--- src/hdl/mlsp_regs.vh ---
`ifndef MLSP_REGS_VH
`define MLSP_REGS_VH

// ----------------------------------------------------------------
// Register bit positions
// ----------------------------------------------------------------
`define MLSP_SR1_SWD_BIT   7
`define MLSP_CR2_TWO_BIT   4
`define MLSP_CR2_FOUR_BIT  6

// ----------------------------------------------------------------
// Address and byte geometry
// ----------------------------------------------------------------
`define MLSP_ADDR_BITS     21
`define MLSP_ADDR_LAST     2'h2
`define MLSP_BYTE_BITS     4'h8

// ----------------------------------------------------------------
// Lane widths (bits moved per edge), decoder lane selects and output enable masks
// ----------------------------------------------------------------
`define MLSP_W1            3'h1
`define MLSP_W2            3'h2
`define MLSP_W4            3'h4
`define MLSP_SEL_2         2'h1
`define MLSP_SEL_4         2'h2
`define MLSP_MASK_1        4'h2
`define MLSP_MASK_2        4'h3
`define MLSP_MASK_4        4'hf

// ----------------------------------------------------------------
// Serial clock limits
// ----------------------------------------------------------------
`define MLSP_SDR_MAX_MHZ   108
`define MLSP_DDR_MAX_MHZ   46

`endif

--- src/hdl/mlsp_serial_port.v ---
`timescale 1ns/1ps
`include "mlsp_regs.vh"

module mlsp_serial_port #(
  parameter ADDR_W = `MLSP_ADDR_BITS
) (
  input  wire              sys_clk_in,
  input  wire              rst_in,
  input  wire              cs_n_in,
  input  wire              sck_in,
  input  wire              lane_zero_in,
  input  wire              lane_one_in,
  input  wire              lane_two_in,
  input  wire              lane_three_in,
  output wire              lane_zero_out,
  output wire              lane_zero_oe_out,
  output wire              lane_one_out,
  output wire              lane_one_oe_out,
  output wire              lane_two_out,
  output wire              lane_two_oe_out,
  output wire              lane_three_out,
  output wire              lane_three_oe_out,
  input  wire [7:0]        first_status_register_in,
  input  wire [7:0]        second_config_register_nv_in,
  input  wire              cfg_vol_we_in,
  input  wire [7:0]        cfg_vol_data_in,
  output wire              two_lane_all_phase_protocol_out,
  output wire              four_lane_all_phase_protocol_out,
  output wire              standby_out,
  output wire              hw_reset_out,
  output wire              cmd_valid_out,
  output wire [7:0]        cmd_opcode_out,
  input  wire              dec_has_addr_in,
  input  wire              dec_addr_wide_in,
  input  wire [1:0]        dec_data_lanes_in,
  input  wire              dec_ddr_in,
  input  wire              dec_read_in,
  input  wire [3:0]        dec_dummy_in,
  input  wire              dec_status_write_in,
  output wire              addr_valid_out,
  output wire [ADDR_W-1:0] addr_out,
  output wire              wr_valid_out,
  output wire [7:0]        wr_data_out,
  output wire              rd_req_out,
  input  wire [7:0]        rd_data_in,
  output wire              reg_write_blocked_out
);

  localparam [2:0] ST_IDLE  = 3'h0;
  localparam [2:0] ST_OPC   = 3'h1;
  localparam [2:0] ST_DEC   = 3'h2;
  localparam [2:0] ST_ADDR  = 3'h3;
  localparam [2:0] ST_DUMMY = 3'h4;
  localparam [2:0] ST_WDATA = 3'h5;
  localparam [2:0] ST_RDATA = 3'h6;
  localparam [2:0] ST_DONE  = 3'h7;

  // ----------------------------------------------------------------
  // Helper functions
  // ----------------------------------------------------------------
  function [7:0] shift_in;
    input [7:0] sh;
    input [3:0] l;
    input [2:0] w;
    begin
      case (w)
        `MLSP_W4: shift_in = {sh[3:0], l};
        `MLSP_W2: shift_in = {sh[5:0], l[1:0]};
        default:  shift_in = {sh[6:0], l[0]};
      endcase
    end
  endfunction

  function [3:0] lanes_of;
    input [7:0] b;
    input [2:0] w;
    begin
      case (w)
        `MLSP_W4: lanes_of = b[7:4];
        `MLSP_W2: lanes_of = {2'h0, b[7:6]};
        default:  lanes_of = {2'h0, b[7], 1'b0};
      endcase
    end
  endfunction

  function [3:0] oe_mask;
    input [2:0] w;
    begin
      case (w)
        `MLSP_W4: oe_mask = `MLSP_MASK_4;
        `MLSP_W2: oe_mask = `MLSP_MASK_2;
        default:  oe_mask = `MLSP_MASK_1;
      endcase
    end
  endfunction

  function [2:0] sel_width;
    input [1:0] sel;
    begin
      case (sel)
        `MLSP_SEL_4: sel_width = `MLSP_W4;
        `MLSP_SEL_2: sel_width = `MLSP_W2;
        default:     sel_width = `MLSP_W1;
      endcase
    end
  endfunction

  function [2:0] after_addr;
    input [3:0] dummy;
    input       rd;
    begin
      if (dummy != 4'h0)
        after_addr = ST_DUMMY;
      else if (rd)
        after_addr = ST_RDATA;
      else
        after_addr = ST_WDATA;
    end
  endfunction

  // ----------------------------------------------------------------
  // Pin synchronisers and serial clock edges
  // ----------------------------------------------------------------
  reg  [5:0] sync1_reg;
  reg  [5:0] sync2_reg;
  reg        sck_prev_reg;

  always @(posedge sys_clk_in or posedge rst_in) begin
    if (rst_in) begin
      sync1_reg    <= 6'h3f;
      sync2_reg    <= 6'h3f;
      sck_prev_reg <= 1'b1;
    end else begin
      sync1_reg    <= {cs_n_in, sck_in, lane_three_in, lane_two_in, lane_one_in, lane_zero_in};
      sync2_reg    <= sync1_reg;
      sck_prev_reg <= sync2_reg[4];
    end
  end

  wire       cs_n_s = sync2_reg[5];
  wire [3:0] lanes_s = sync2_reg[3:0];
  wire       rise = sync2_reg[4] & ~sck_prev_reg;
  wire       fall = ~sync2_reg[4] & sck_prev_reg;

  // ----------------------------------------------------------------
  // Pin roles, protection and volatile configuration
  // ----------------------------------------------------------------
  reg        two_all_reg;
  reg        four_all_reg;
  reg        reload_reg;
  reg        quad_cmd_reg;
  reg  [1:0] quad_lag_reg;

  // Lanes two and three keep their data role until the synchronisers have flushed
  // the last driven value, so a low data bit is never taken for a reset pulse
  wire       quad_pins = four_all_reg | quad_cmd_reg | (|quad_lag_reg);

  always @(posedge sys_clk_in or posedge rst_in) begin
    if (rst_in) begin
      quad_lag_reg <= 2'h0;
    end else begin
      quad_lag_reg <= {quad_lag_reg[0], four_all_reg | quad_cmd_reg};
    end
  end
  wire       hw_rst = ~quad_pins & ~lanes_s[3];
  wire       protect = ~quad_pins & ~lanes_s[2] &
                       first_status_register_in[`MLSP_SR1_SWD_BIT];
  wire [2:0] proto_w = four_all_reg ? `MLSP_W4 :
                       (two_all_reg ? `MLSP_W2 : `MLSP_W1);

  always @(posedge sys_clk_in or posedge rst_in) begin
    if (rst_in) begin
      two_all_reg  <= 1'b0;
      four_all_reg <= 1'b0;
      reload_reg   <= 1'b1;
    end else if (hw_rst) begin
      reload_reg   <= 1'b1;
    end else if (reload_reg) begin
      two_all_reg  <= second_config_register_nv_in[`MLSP_CR2_TWO_BIT];
      four_all_reg <= second_config_register_nv_in[`MLSP_CR2_FOUR_BIT];
      reload_reg   <= 1'b0;
    end else if (cfg_vol_we_in && !protect) begin
      two_all_reg  <= cfg_vol_data_in[`MLSP_CR2_TWO_BIT];
      four_all_reg <= cfg_vol_data_in[`MLSP_CR2_FOUR_BIT];
    end
  end

  // ----------------------------------------------------------------
  // Command sequencer
  // ----------------------------------------------------------------
  reg  [2:0]        state_reg;
  reg  [7:0]        sh_reg;
  reg  [3:0]        cnt_reg;
  reg  [1:0]        byte_cnt_reg;
  reg  [15:0]       addr_hi_reg;
  reg  [2:0]        w_reg;
  reg  [2:0]        data_w_reg;
  reg               ddr_reg;
  reg               rd_reg;
  reg  [3:0]        dummy_reg;
  reg               block_reg;
  reg  [7:0]        out_sh_reg;
  reg  [3:0]        out_cnt_reg;
  reg               out_on_reg;
  reg  [3:0]        lane_out_reg;
  reg               standby_reg;
  reg               cmd_valid_reg;
  reg  [7:0]        opcode_reg;
  reg               addr_valid_reg;
  reg  [ADDR_W-1:0] addr_out_reg;
  reg               wr_valid_reg;
  reg  [7:0]        wr_data_reg;
  reg               rd_req_reg;

  wire        in_evt = rise | (ddr_reg & fall);
  wire        out_evt = fall | (ddr_reg & rise);
  wire [7:0]  sh_next = shift_in(sh_reg, lanes_s, w_reg);
  wire [3:0]  cnt_sum = cnt_reg + {1'b0, w_reg};
  wire        byte_done = (cnt_sum == `MLSP_BYTE_BITS);
  wire [3:0]  out_sum = out_cnt_reg + {1'b0, data_w_reg};
  wire [23:0] addr_full = {addr_hi_reg, sh_next};
  wire [2:0]  dec_dw = (proto_w != `MLSP_W1) ? proto_w : sel_width(dec_data_lanes_in);
  wire [2:0]  dec_aw = (proto_w != `MLSP_W1) ? proto_w :
                       (dec_addr_wide_in ? dec_dw : `MLSP_W1);

  always @(posedge sys_clk_in or posedge rst_in) begin
    if (rst_in) begin
      state_reg      <= ST_IDLE;
      sh_reg         <= 8'h00;
      cnt_reg        <= 4'h0;
      byte_cnt_reg   <= 2'h0;
      addr_hi_reg    <= 16'h0000;
      w_reg          <= `MLSP_W1;
      data_w_reg     <= `MLSP_W1;
      ddr_reg        <= 1'b0;
      rd_reg         <= 1'b0;
      dummy_reg      <= 4'h0;
      block_reg      <= 1'b0;
      out_sh_reg     <= 8'h00;
      out_cnt_reg    <= 4'h0;
      out_on_reg     <= 1'b0;
      lane_out_reg   <= 4'h0;
      quad_cmd_reg   <= 1'b0;
      standby_reg    <= 1'b1;
      cmd_valid_reg  <= 1'b0;
      opcode_reg     <= 8'h00;
      addr_valid_reg <= 1'b0;
      addr_out_reg   <= {ADDR_W{1'b0}};
      wr_valid_reg   <= 1'b0;
      wr_data_reg    <= 8'h00;
      rd_req_reg     <= 1'b0;
    end else begin
      cmd_valid_reg  <= 1'b0;
      addr_valid_reg <= 1'b0;
      wr_valid_reg   <= 1'b0;
      rd_req_reg     <= 1'b0;
      standby_reg    <= cs_n_s;
      if (hw_rst) begin
        state_reg    <= cs_n_s ? ST_IDLE : ST_DONE;
        out_on_reg   <= 1'b0;
        quad_cmd_reg <= 1'b0;
        ddr_reg      <= 1'b0;
        block_reg    <= 1'b0;
      end else if (cs_n_s) begin
        state_reg    <= ST_IDLE;
        out_on_reg   <= 1'b0;
        quad_cmd_reg <= 1'b0;
        ddr_reg      <= 1'b0;
        block_reg    <= 1'b0;
      end else begin
        case (state_reg)
          ST_IDLE: begin
            state_reg    <= ST_OPC;
            w_reg        <= proto_w;
            cnt_reg      <= 4'h0;
            byte_cnt_reg <= 2'h0;
            block_reg    <= 1'b0;
          end
          ST_OPC: begin
            if (rise) begin
              sh_reg  <= sh_next;
              cnt_reg <= byte_done ? 4'h0 : cnt_sum;
              if (byte_done) begin
                opcode_reg    <= sh_next;
                cmd_valid_reg <= 1'b1;
                state_reg     <= ST_DEC;
              end
            end
          end
          ST_DEC: begin
            data_w_reg   <= dec_dw;
            w_reg        <= dec_aw;
            quad_cmd_reg <= (dec_dw == `MLSP_W4);
            ddr_reg      <= dec_ddr_in;
            rd_reg       <= dec_read_in;
            dummy_reg    <= dec_dummy_in;
            block_reg    <= dec_status_write_in & protect;
            out_cnt_reg  <= 4'h0;
            if (dec_has_addr_in) begin
              state_reg <= ST_ADDR;
            end else begin
              state_reg  <= after_addr(dec_dummy_in, dec_read_in);
              w_reg      <= dec_dw;
              rd_req_reg <= dec_read_in & (dec_dummy_in == 4'h0);
            end
          end
          ST_ADDR: begin
            if (in_evt) begin
              sh_reg  <= sh_next;
              cnt_reg <= byte_done ? 4'h0 : cnt_sum;
              if (byte_done) begin
                addr_hi_reg  <= addr_full[15:0];
                byte_cnt_reg <= byte_cnt_reg + 2'h1;
                if (byte_cnt_reg == `MLSP_ADDR_LAST) begin
                  addr_out_reg   <= addr_full[ADDR_W-1:0];
                  addr_valid_reg <= 1'b1;
                  w_reg          <= data_w_reg;
                  state_reg      <= after_addr(dummy_reg, rd_reg);
                  rd_req_reg     <= rd_reg & (dummy_reg == 4'h0);
                end
              end
            end
          end
          ST_DUMMY: begin
            if (rise) begin
              dummy_reg <= dummy_reg - 4'h1;
              if (dummy_reg == 4'h1) begin
                state_reg  <= rd_reg ? ST_RDATA : ST_WDATA;
                rd_req_reg <= rd_reg;
              end
            end
          end
          ST_WDATA: begin
            if (in_evt) begin
              sh_reg  <= sh_next;
              cnt_reg <= byte_done ? 4'h0 : cnt_sum;
              if (byte_done && !block_reg) begin
                wr_data_reg  <= sh_next;
                wr_valid_reg <= 1'b1;
              end
            end
          end
          ST_RDATA: begin
            if (out_evt) begin
              out_on_reg  <= 1'b1;
              out_cnt_reg <= (out_sum == `MLSP_BYTE_BITS) ? 4'h0 : out_sum;
              rd_req_reg  <= (out_sum == `MLSP_BYTE_BITS);
              if (out_cnt_reg == 4'h0) begin
                lane_out_reg <= lanes_of(rd_data_in, data_w_reg);
                out_sh_reg   <= rd_data_in << data_w_reg;
              end else begin
                lane_out_reg <= lanes_of(out_sh_reg, data_w_reg);
                out_sh_reg   <= out_sh_reg << data_w_reg;
              end
            end
          end
          ST_DONE: begin
            state_reg <= ST_DONE;
          end
          default: begin
            state_reg <= ST_IDLE;
          end
        endcase
      end
    end
  end

  // ----------------------------------------------------------------
  // Outputs
  // ----------------------------------------------------------------
  wire [3:0] lane_oe = {4{out_on_reg}} & oe_mask(data_w_reg);

  assign lane_zero_out                    = lane_out_reg[0];
  assign lane_zero_oe_out                 = lane_oe[0];
  assign lane_one_out                     = lane_out_reg[1];
  assign lane_one_oe_out                  = lane_oe[1];
  assign lane_two_out                     = lane_out_reg[2];
  assign lane_two_oe_out                  = lane_oe[2];
  assign lane_three_out                   = lane_out_reg[3];
  assign lane_three_oe_out                = lane_oe[3];
  assign two_lane_all_phase_protocol_out  = two_all_reg;
  assign four_lane_all_phase_protocol_out = four_all_reg;
  assign standby_out                      = standby_reg;
  assign hw_reset_out                     = hw_rst;
  assign cmd_valid_out                    = cmd_valid_reg;
  assign cmd_opcode_out                   = opcode_reg;
  assign addr_valid_out                   = addr_valid_reg;
  assign addr_out                         = addr_out_reg;
  assign wr_valid_out                     = wr_valid_reg;
  assign wr_data_out                      = wr_data_reg;
  assign rd_req_out                       = rd_req_reg;
  assign reg_write_blocked_out            = block_reg;

endmodule

--- config.mk ---
export PLATFORM = sky130hd
export DESIGN_NAME = mlsp_serial_port
export DESIGN_NICKNAME = d
export VERILOG_FILES = /design/src/hdl/mlsp_serial_port.v
export VERILOG_INCLUDE_DIRS = /design/src /design/src/hdl
export SDC_FILE = /design/constraint.sdc
export NUM_CORES = 1
export LEC_CHECK = 0
export ABC_CLOCK_PERIOD_IN_PS = 4040
export BUFFER_PORTS_ARGS = -buffer_cell sky130_fd_sc_hd__clkbuf_2
export CAP_MARGIN = 20
export CORE_UTILIZATION = 34
export DETAILED_ROUTE_END_ITERATION = 10
export PLACE_DENSITY = 0.53
export SKIP_CTS_REPAIR_TIMING = 1
export SYNTH_ARGS = -nofsm -noshare
export SYNTH_HDL_FRONTEND = slang
export SYNTH_SLANG_ARGS = --single-unit
--- constraint.sdc ---
create_clock -name sys_clk_in -period 4.04 [get_ports sys_clk_in]
set_input_delay 0.202 -clock sys_clk_in [delete_from_list [all_inputs] [get_ports sys_clk_in]]
set_output_delay 0.202 -clock sys_clk_in [all_outputs]
set_load 0.02 [all_outputs]
==> summary by stage <==
CTS
The H-tree was split into 4 levels. The clock drives 120 sinks. The later pin in the worst-skew pair is clocked with a latency of roughly 0.41 ns. After clock tree synthesis, the clock-pin slew on the worst setup and hold paths is about 0.060 ns. The maximum root-to-sink buffer count is 2. Clock tree synthesis inserted a total of 17 buffers. The tree is rooted in a sky130_fd_sc_hd__clkbuf_16. TritonCTS built the clock tree.

Synth
The synthesis warning total is 0. Of all flip-flops after synthesis, the portion carrying an async set or reset was 1.00. The number of synthesized flops with an enable pin is 0. The portion of synthesized cell area occupied by the leading cell type is 0.432.

After synthesis, the mean cell area works out to approximately 12 sq um. The count of unique library cells instantiated by Yosys is 66. The dominant register cell in the synthesized netlist is sky130_fd_sc_hd__dfrtp_1. Of all cell types, the one taking the most synthesized area is sky130_fd_sc_hd__dfrtp_1. In this run the cell area of the synthesized design comes to 0.00597 sq mm.

In the post-synthesis netlist, the biggest area contributors are sky130_fd_sc_hd__dfrtp_1 (43%), sky130_fd_sc_hd__mux2_2 (11%), sky130_fd_sc_hd__dfstp_2 (7.5%). The post-synthesis sequential element count is 120. The sequential fraction of the synthesis area is 0.507.

Synthesis produced a netlist whose cell count is 500. The total nets after synthesis is between 500 and 600.

Critical path
The signal arrival time at the worst endpoint is 3.44 ns. The signal on the critical path passes through ha_1, inv_1, fa_1, xnor2_2, nor3_1, mux2_2, nand3_1, buf_4, inv_1, mux2_2. The worst setup path is captured at a flip-flop.

The required time at the worst-slack endpoint is ~4.3 ns. The critical path is of the flip-flop to flip-flop type. In this run the critical register-to-register path is launched from w_reg[0].

The kind of launch point of the worst setup path is a flip-flop. Grouping stages by cell kind, the critical path spends the most delay in multiplexers. The critical path contains buffers and inverters numbering 3 combined. The startpoint of the worst setup timing path is w_reg[0]. The delay of the slowest critical-path stage is 0.60 ns.

The cell with the biggest individual delay on the critical path is sky130_fd_sc_hd__dfstp_2. Along the worst path, the maximum fanout reaches 12.

Cells and area
The flip-flop count of the largest register, all copies and words added is 21. The number of antenna diodes in the final layout is 0. In the final layout, the share of cells above drive strength 1 is 0.375. Counting the fill cells in the layout gives about 1,600. The growth of design area from synthesis to finish is 20.5%. The multi-input combinational cells in the finished layout cover a total of 0.00272 sq mm.

The number of nets in the layout is between 600 and 700. Registers take between 0.003 and 0.004 sq mm. The number of non-filler instances in the completed layout is 830.

STA
The normalized max-slew margin is 0.422. The tightest hold path in the finished design has a slack of -0.0341 ns. The maximum frequency from static timing analysis is around 320 MHz. In the final timing run, aggregate negative setup slack is 0 ns. Setup repair after global routing left no endpoint under its margin.

Setup violations remaining at the end of the flow were counted as 0. The final period demand of the worst path is approximately 3.1 ns. The final-report max-slew violation count is 0. The measured slew at the worst slew-check pin is a little under 0.9 ns. The final critical-path share of the clock period is 0.778. The number of endpoints with negative hold slack in the final report is 45. The clock arrives with between 0.006 and 0.007 ns of skew.

GRT
Global routing finished with a remaining overflow of 0. The number of global-route vias before repair is between 4,000 and 5,000. The initial antenna violation count was 0. For this run, the total global-route usage over all layers was measured as 0.162. The maximum number of pins on one net before global-route repair is 71. The first-pass GRT wire length is ~22,000 um.

Route
Before antenna repair, the detailed router went through 4 iterations. The final wirelength is between 10,000 and 15,000 um. The post-detailed-route DRC marker count is 0. The routed layout has 4,291 vias. The detail route stage leaves a number of antenna-violating nets equal to 0.

After the first detailed-routing iteration, the DRC count stood at around 300. After detailed routing, the number of vias per cell comes to 5.17. After detailed routing, the average wire length per cell comes to around 17 um.

Die
The die is 134 um tall. For this design the top-level I/O count stands at roughly 110. The horizontal die dimension is around 130 um.

The floorplan step defined a die boundary enclosing approximately 0.018 sq mm. The floorplan has 48 rows. The starting density of the core is 0.346. The core box area is 0.0172 sq mm.

Job
The reported max-cap violation count is 0.

Placement
The number of port buffers is 86. The post-DP HPWL is a little under 10,000 um. The congestion estimate from routability-driven global placement came to approximately 0.83. The cell total after placement is 793.

Outcome
The run finished, with violations left. The final reports fail on hold timing.

Power
VDD sags by at most ~0.32 mV. The power per cell area is approximately 600 mW/mm^2. The leakage component of the power is between 3 and 4 nW.

Min path
The worst min-delay path class is input pin to asynchronous set/reset pin.
==> synth_stat cells (7+ instances only) <==
cell                         n
sky130_fd_sc_hd__nand2b_1    7
sky130_fd_sc_hd__nand3_1    16
sky130_fd_sc_hd__dfrtp_1   103
sky130_fd_sc_hd__nor2_1     18
sky130_fd_sc_hd__a21oi_1    11
sky130_fd_sc_hd__ha_1       12
sky130_fd_sc_hd__a22oi_1     7
sky130_fd_sc_hd__mux2_2     57
sky130_fd_sc_hd__o21ai_0    28
sky130_fd_sc_hd__buf_4       7
sky130_fd_sc_hd__mux2_4      9
sky130_fd_sc_hd__inv_1      24
sky130_fd_sc_hd__clkbuf_1    8
sky130_fd_sc_hd__nor2b_1     7
sky130_fd_sc_hd__mux2i_1    18
sky130_fd_sc_hd__nand2_1    42
sky130_fd_sc_hd__dfstp_2    17
==> through the flow <==
stage	cell area, sq um	hold slack (ns)	worst slack, ns	utilization	power, mW
3_5_place_dp	6580	0.291	0.858	0.382	2.82
4_1_cts	7130	-0.156	0.852	0.413	4.24
5_1_grt	7190	0.0144	0.726	0.417	4.47
3_3_place_gp	6580	0.290	0.932	0.382	2.79
2_1_floorplan	5970	0.206	0.680	-	2.49
6_report	7190	-0.0341	0.898	0.417	4.20
==> metal layers <==
layer	global-route usage	vias to the layer above	wire length, um
li1	-	2018	-
met1	0.215	2139	6370
met2	0.251	115	6490
met3	0.0413	19	601
met4	0.0693	0	246
met5	0	-	0
==> kinds of logic (layout without fill, tap and decap cells) <==
logic type                 count (synthesis)  in the layout  synth area share
xor gates and xnor gates                   3              3           0.00566
buffers and inverters                     47            152            0.0380
DFF                                      120            120             0.507
adders and majority gates                 14             14            0.0319
AOI/OAI and AO/OA                        104            104             0.126
muxes                                     89             89             0.179
and+or+nand+nor                          123            123             0.112
==> cells in the final DEF (no fill, tap or decap), types with 5 or more instances in the layout <==
| cell | instances |
|---|---|
| sky130_fd_sc_hd__a21o_1 | 6 |
| sky130_fd_sc_hd__a21oi_1 | 11 |
| sky130_fd_sc_hd__a22o_1 | 6 |
| sky130_fd_sc_hd__a22oi_1 | 7 |
| sky130_fd_sc_hd__clkbuf_16 | 17 |
| sky130_fd_sc_hd__clkbuf_2 | 86 |
| sky130_fd_sc_hd__dfrtp_1 | 103 |
| sky130_fd_sc_hd__dfstp_2 | 17 |
| sky130_fd_sc_hd__dlygate4sd3_1 | 6 |
| sky130_fd_sc_hd__ha_1 | 12 |
| sky130_fd_sc_hd__inv_1 | 23 |
| sky130_fd_sc_hd__mux2_2 | 57 |
| sky130_fd_sc_hd__mux2_4 | 9 |
| sky130_fd_sc_hd__mux2i_1 | 18 |
| sky130_fd_sc_hd__mux4_2 | 5 |
| sky130_fd_sc_hd__nand2_1 | 42 |
| sky130_fd_sc_hd__nand2b_1 | 7 |
| sky130_fd_sc_hd__nand3_1 | 16 |
| sky130_fd_sc_hd__nor2_1 | 18 |
| sky130_fd_sc_hd__nor2b_1 | 7 |
| sky130_fd_sc_hd__nor3_1 | 6 |
| sky130_fd_sc_hd__o21ai_0 | 28 |
| sky130_fd_sc_hd__o41ai_1 | 5 |
==> final cells by class <==
class,count,share of cell area
Inverter,25,0.0134
Clock inverter,11,0.0143
Multi-Input combinational cell,333,0.378
Timing Repair Buffer,96,0.0724
Sequential cell,120,0.421
Tap cell,225,0.0392
Clock buffer,20,0.0622
==> power breakdown <==
part | leakage, nW | switching [mW] | internal [mW]
Sequential | 1.55 | 0.282 | 1.39
Combinational | 1.63 | 0.657 | 0.482
Clock | 0.262 | 0.535 | 0.856
Total | 3.44 | 1.47 | 2.73
==> path summary, 6_finish.rpt <==
check                      slack [ns]  depth (start not counted)               endpoint
setup / recovery                 0.90                         10           addr_out[16]
hold / removal                  -0.03                          2           addr_out[11]
setup reg to reg                 0.90                         10           addr_out[16]
hold reg to reg                  0.35                          0           sync2_reg[4]
max in group asynchronous        3.14                          3           sync1_reg[0]
min in group sys_clk_in          0.03                          3  reg_write_blocked_out
Power figures use the tool's default switching activity.
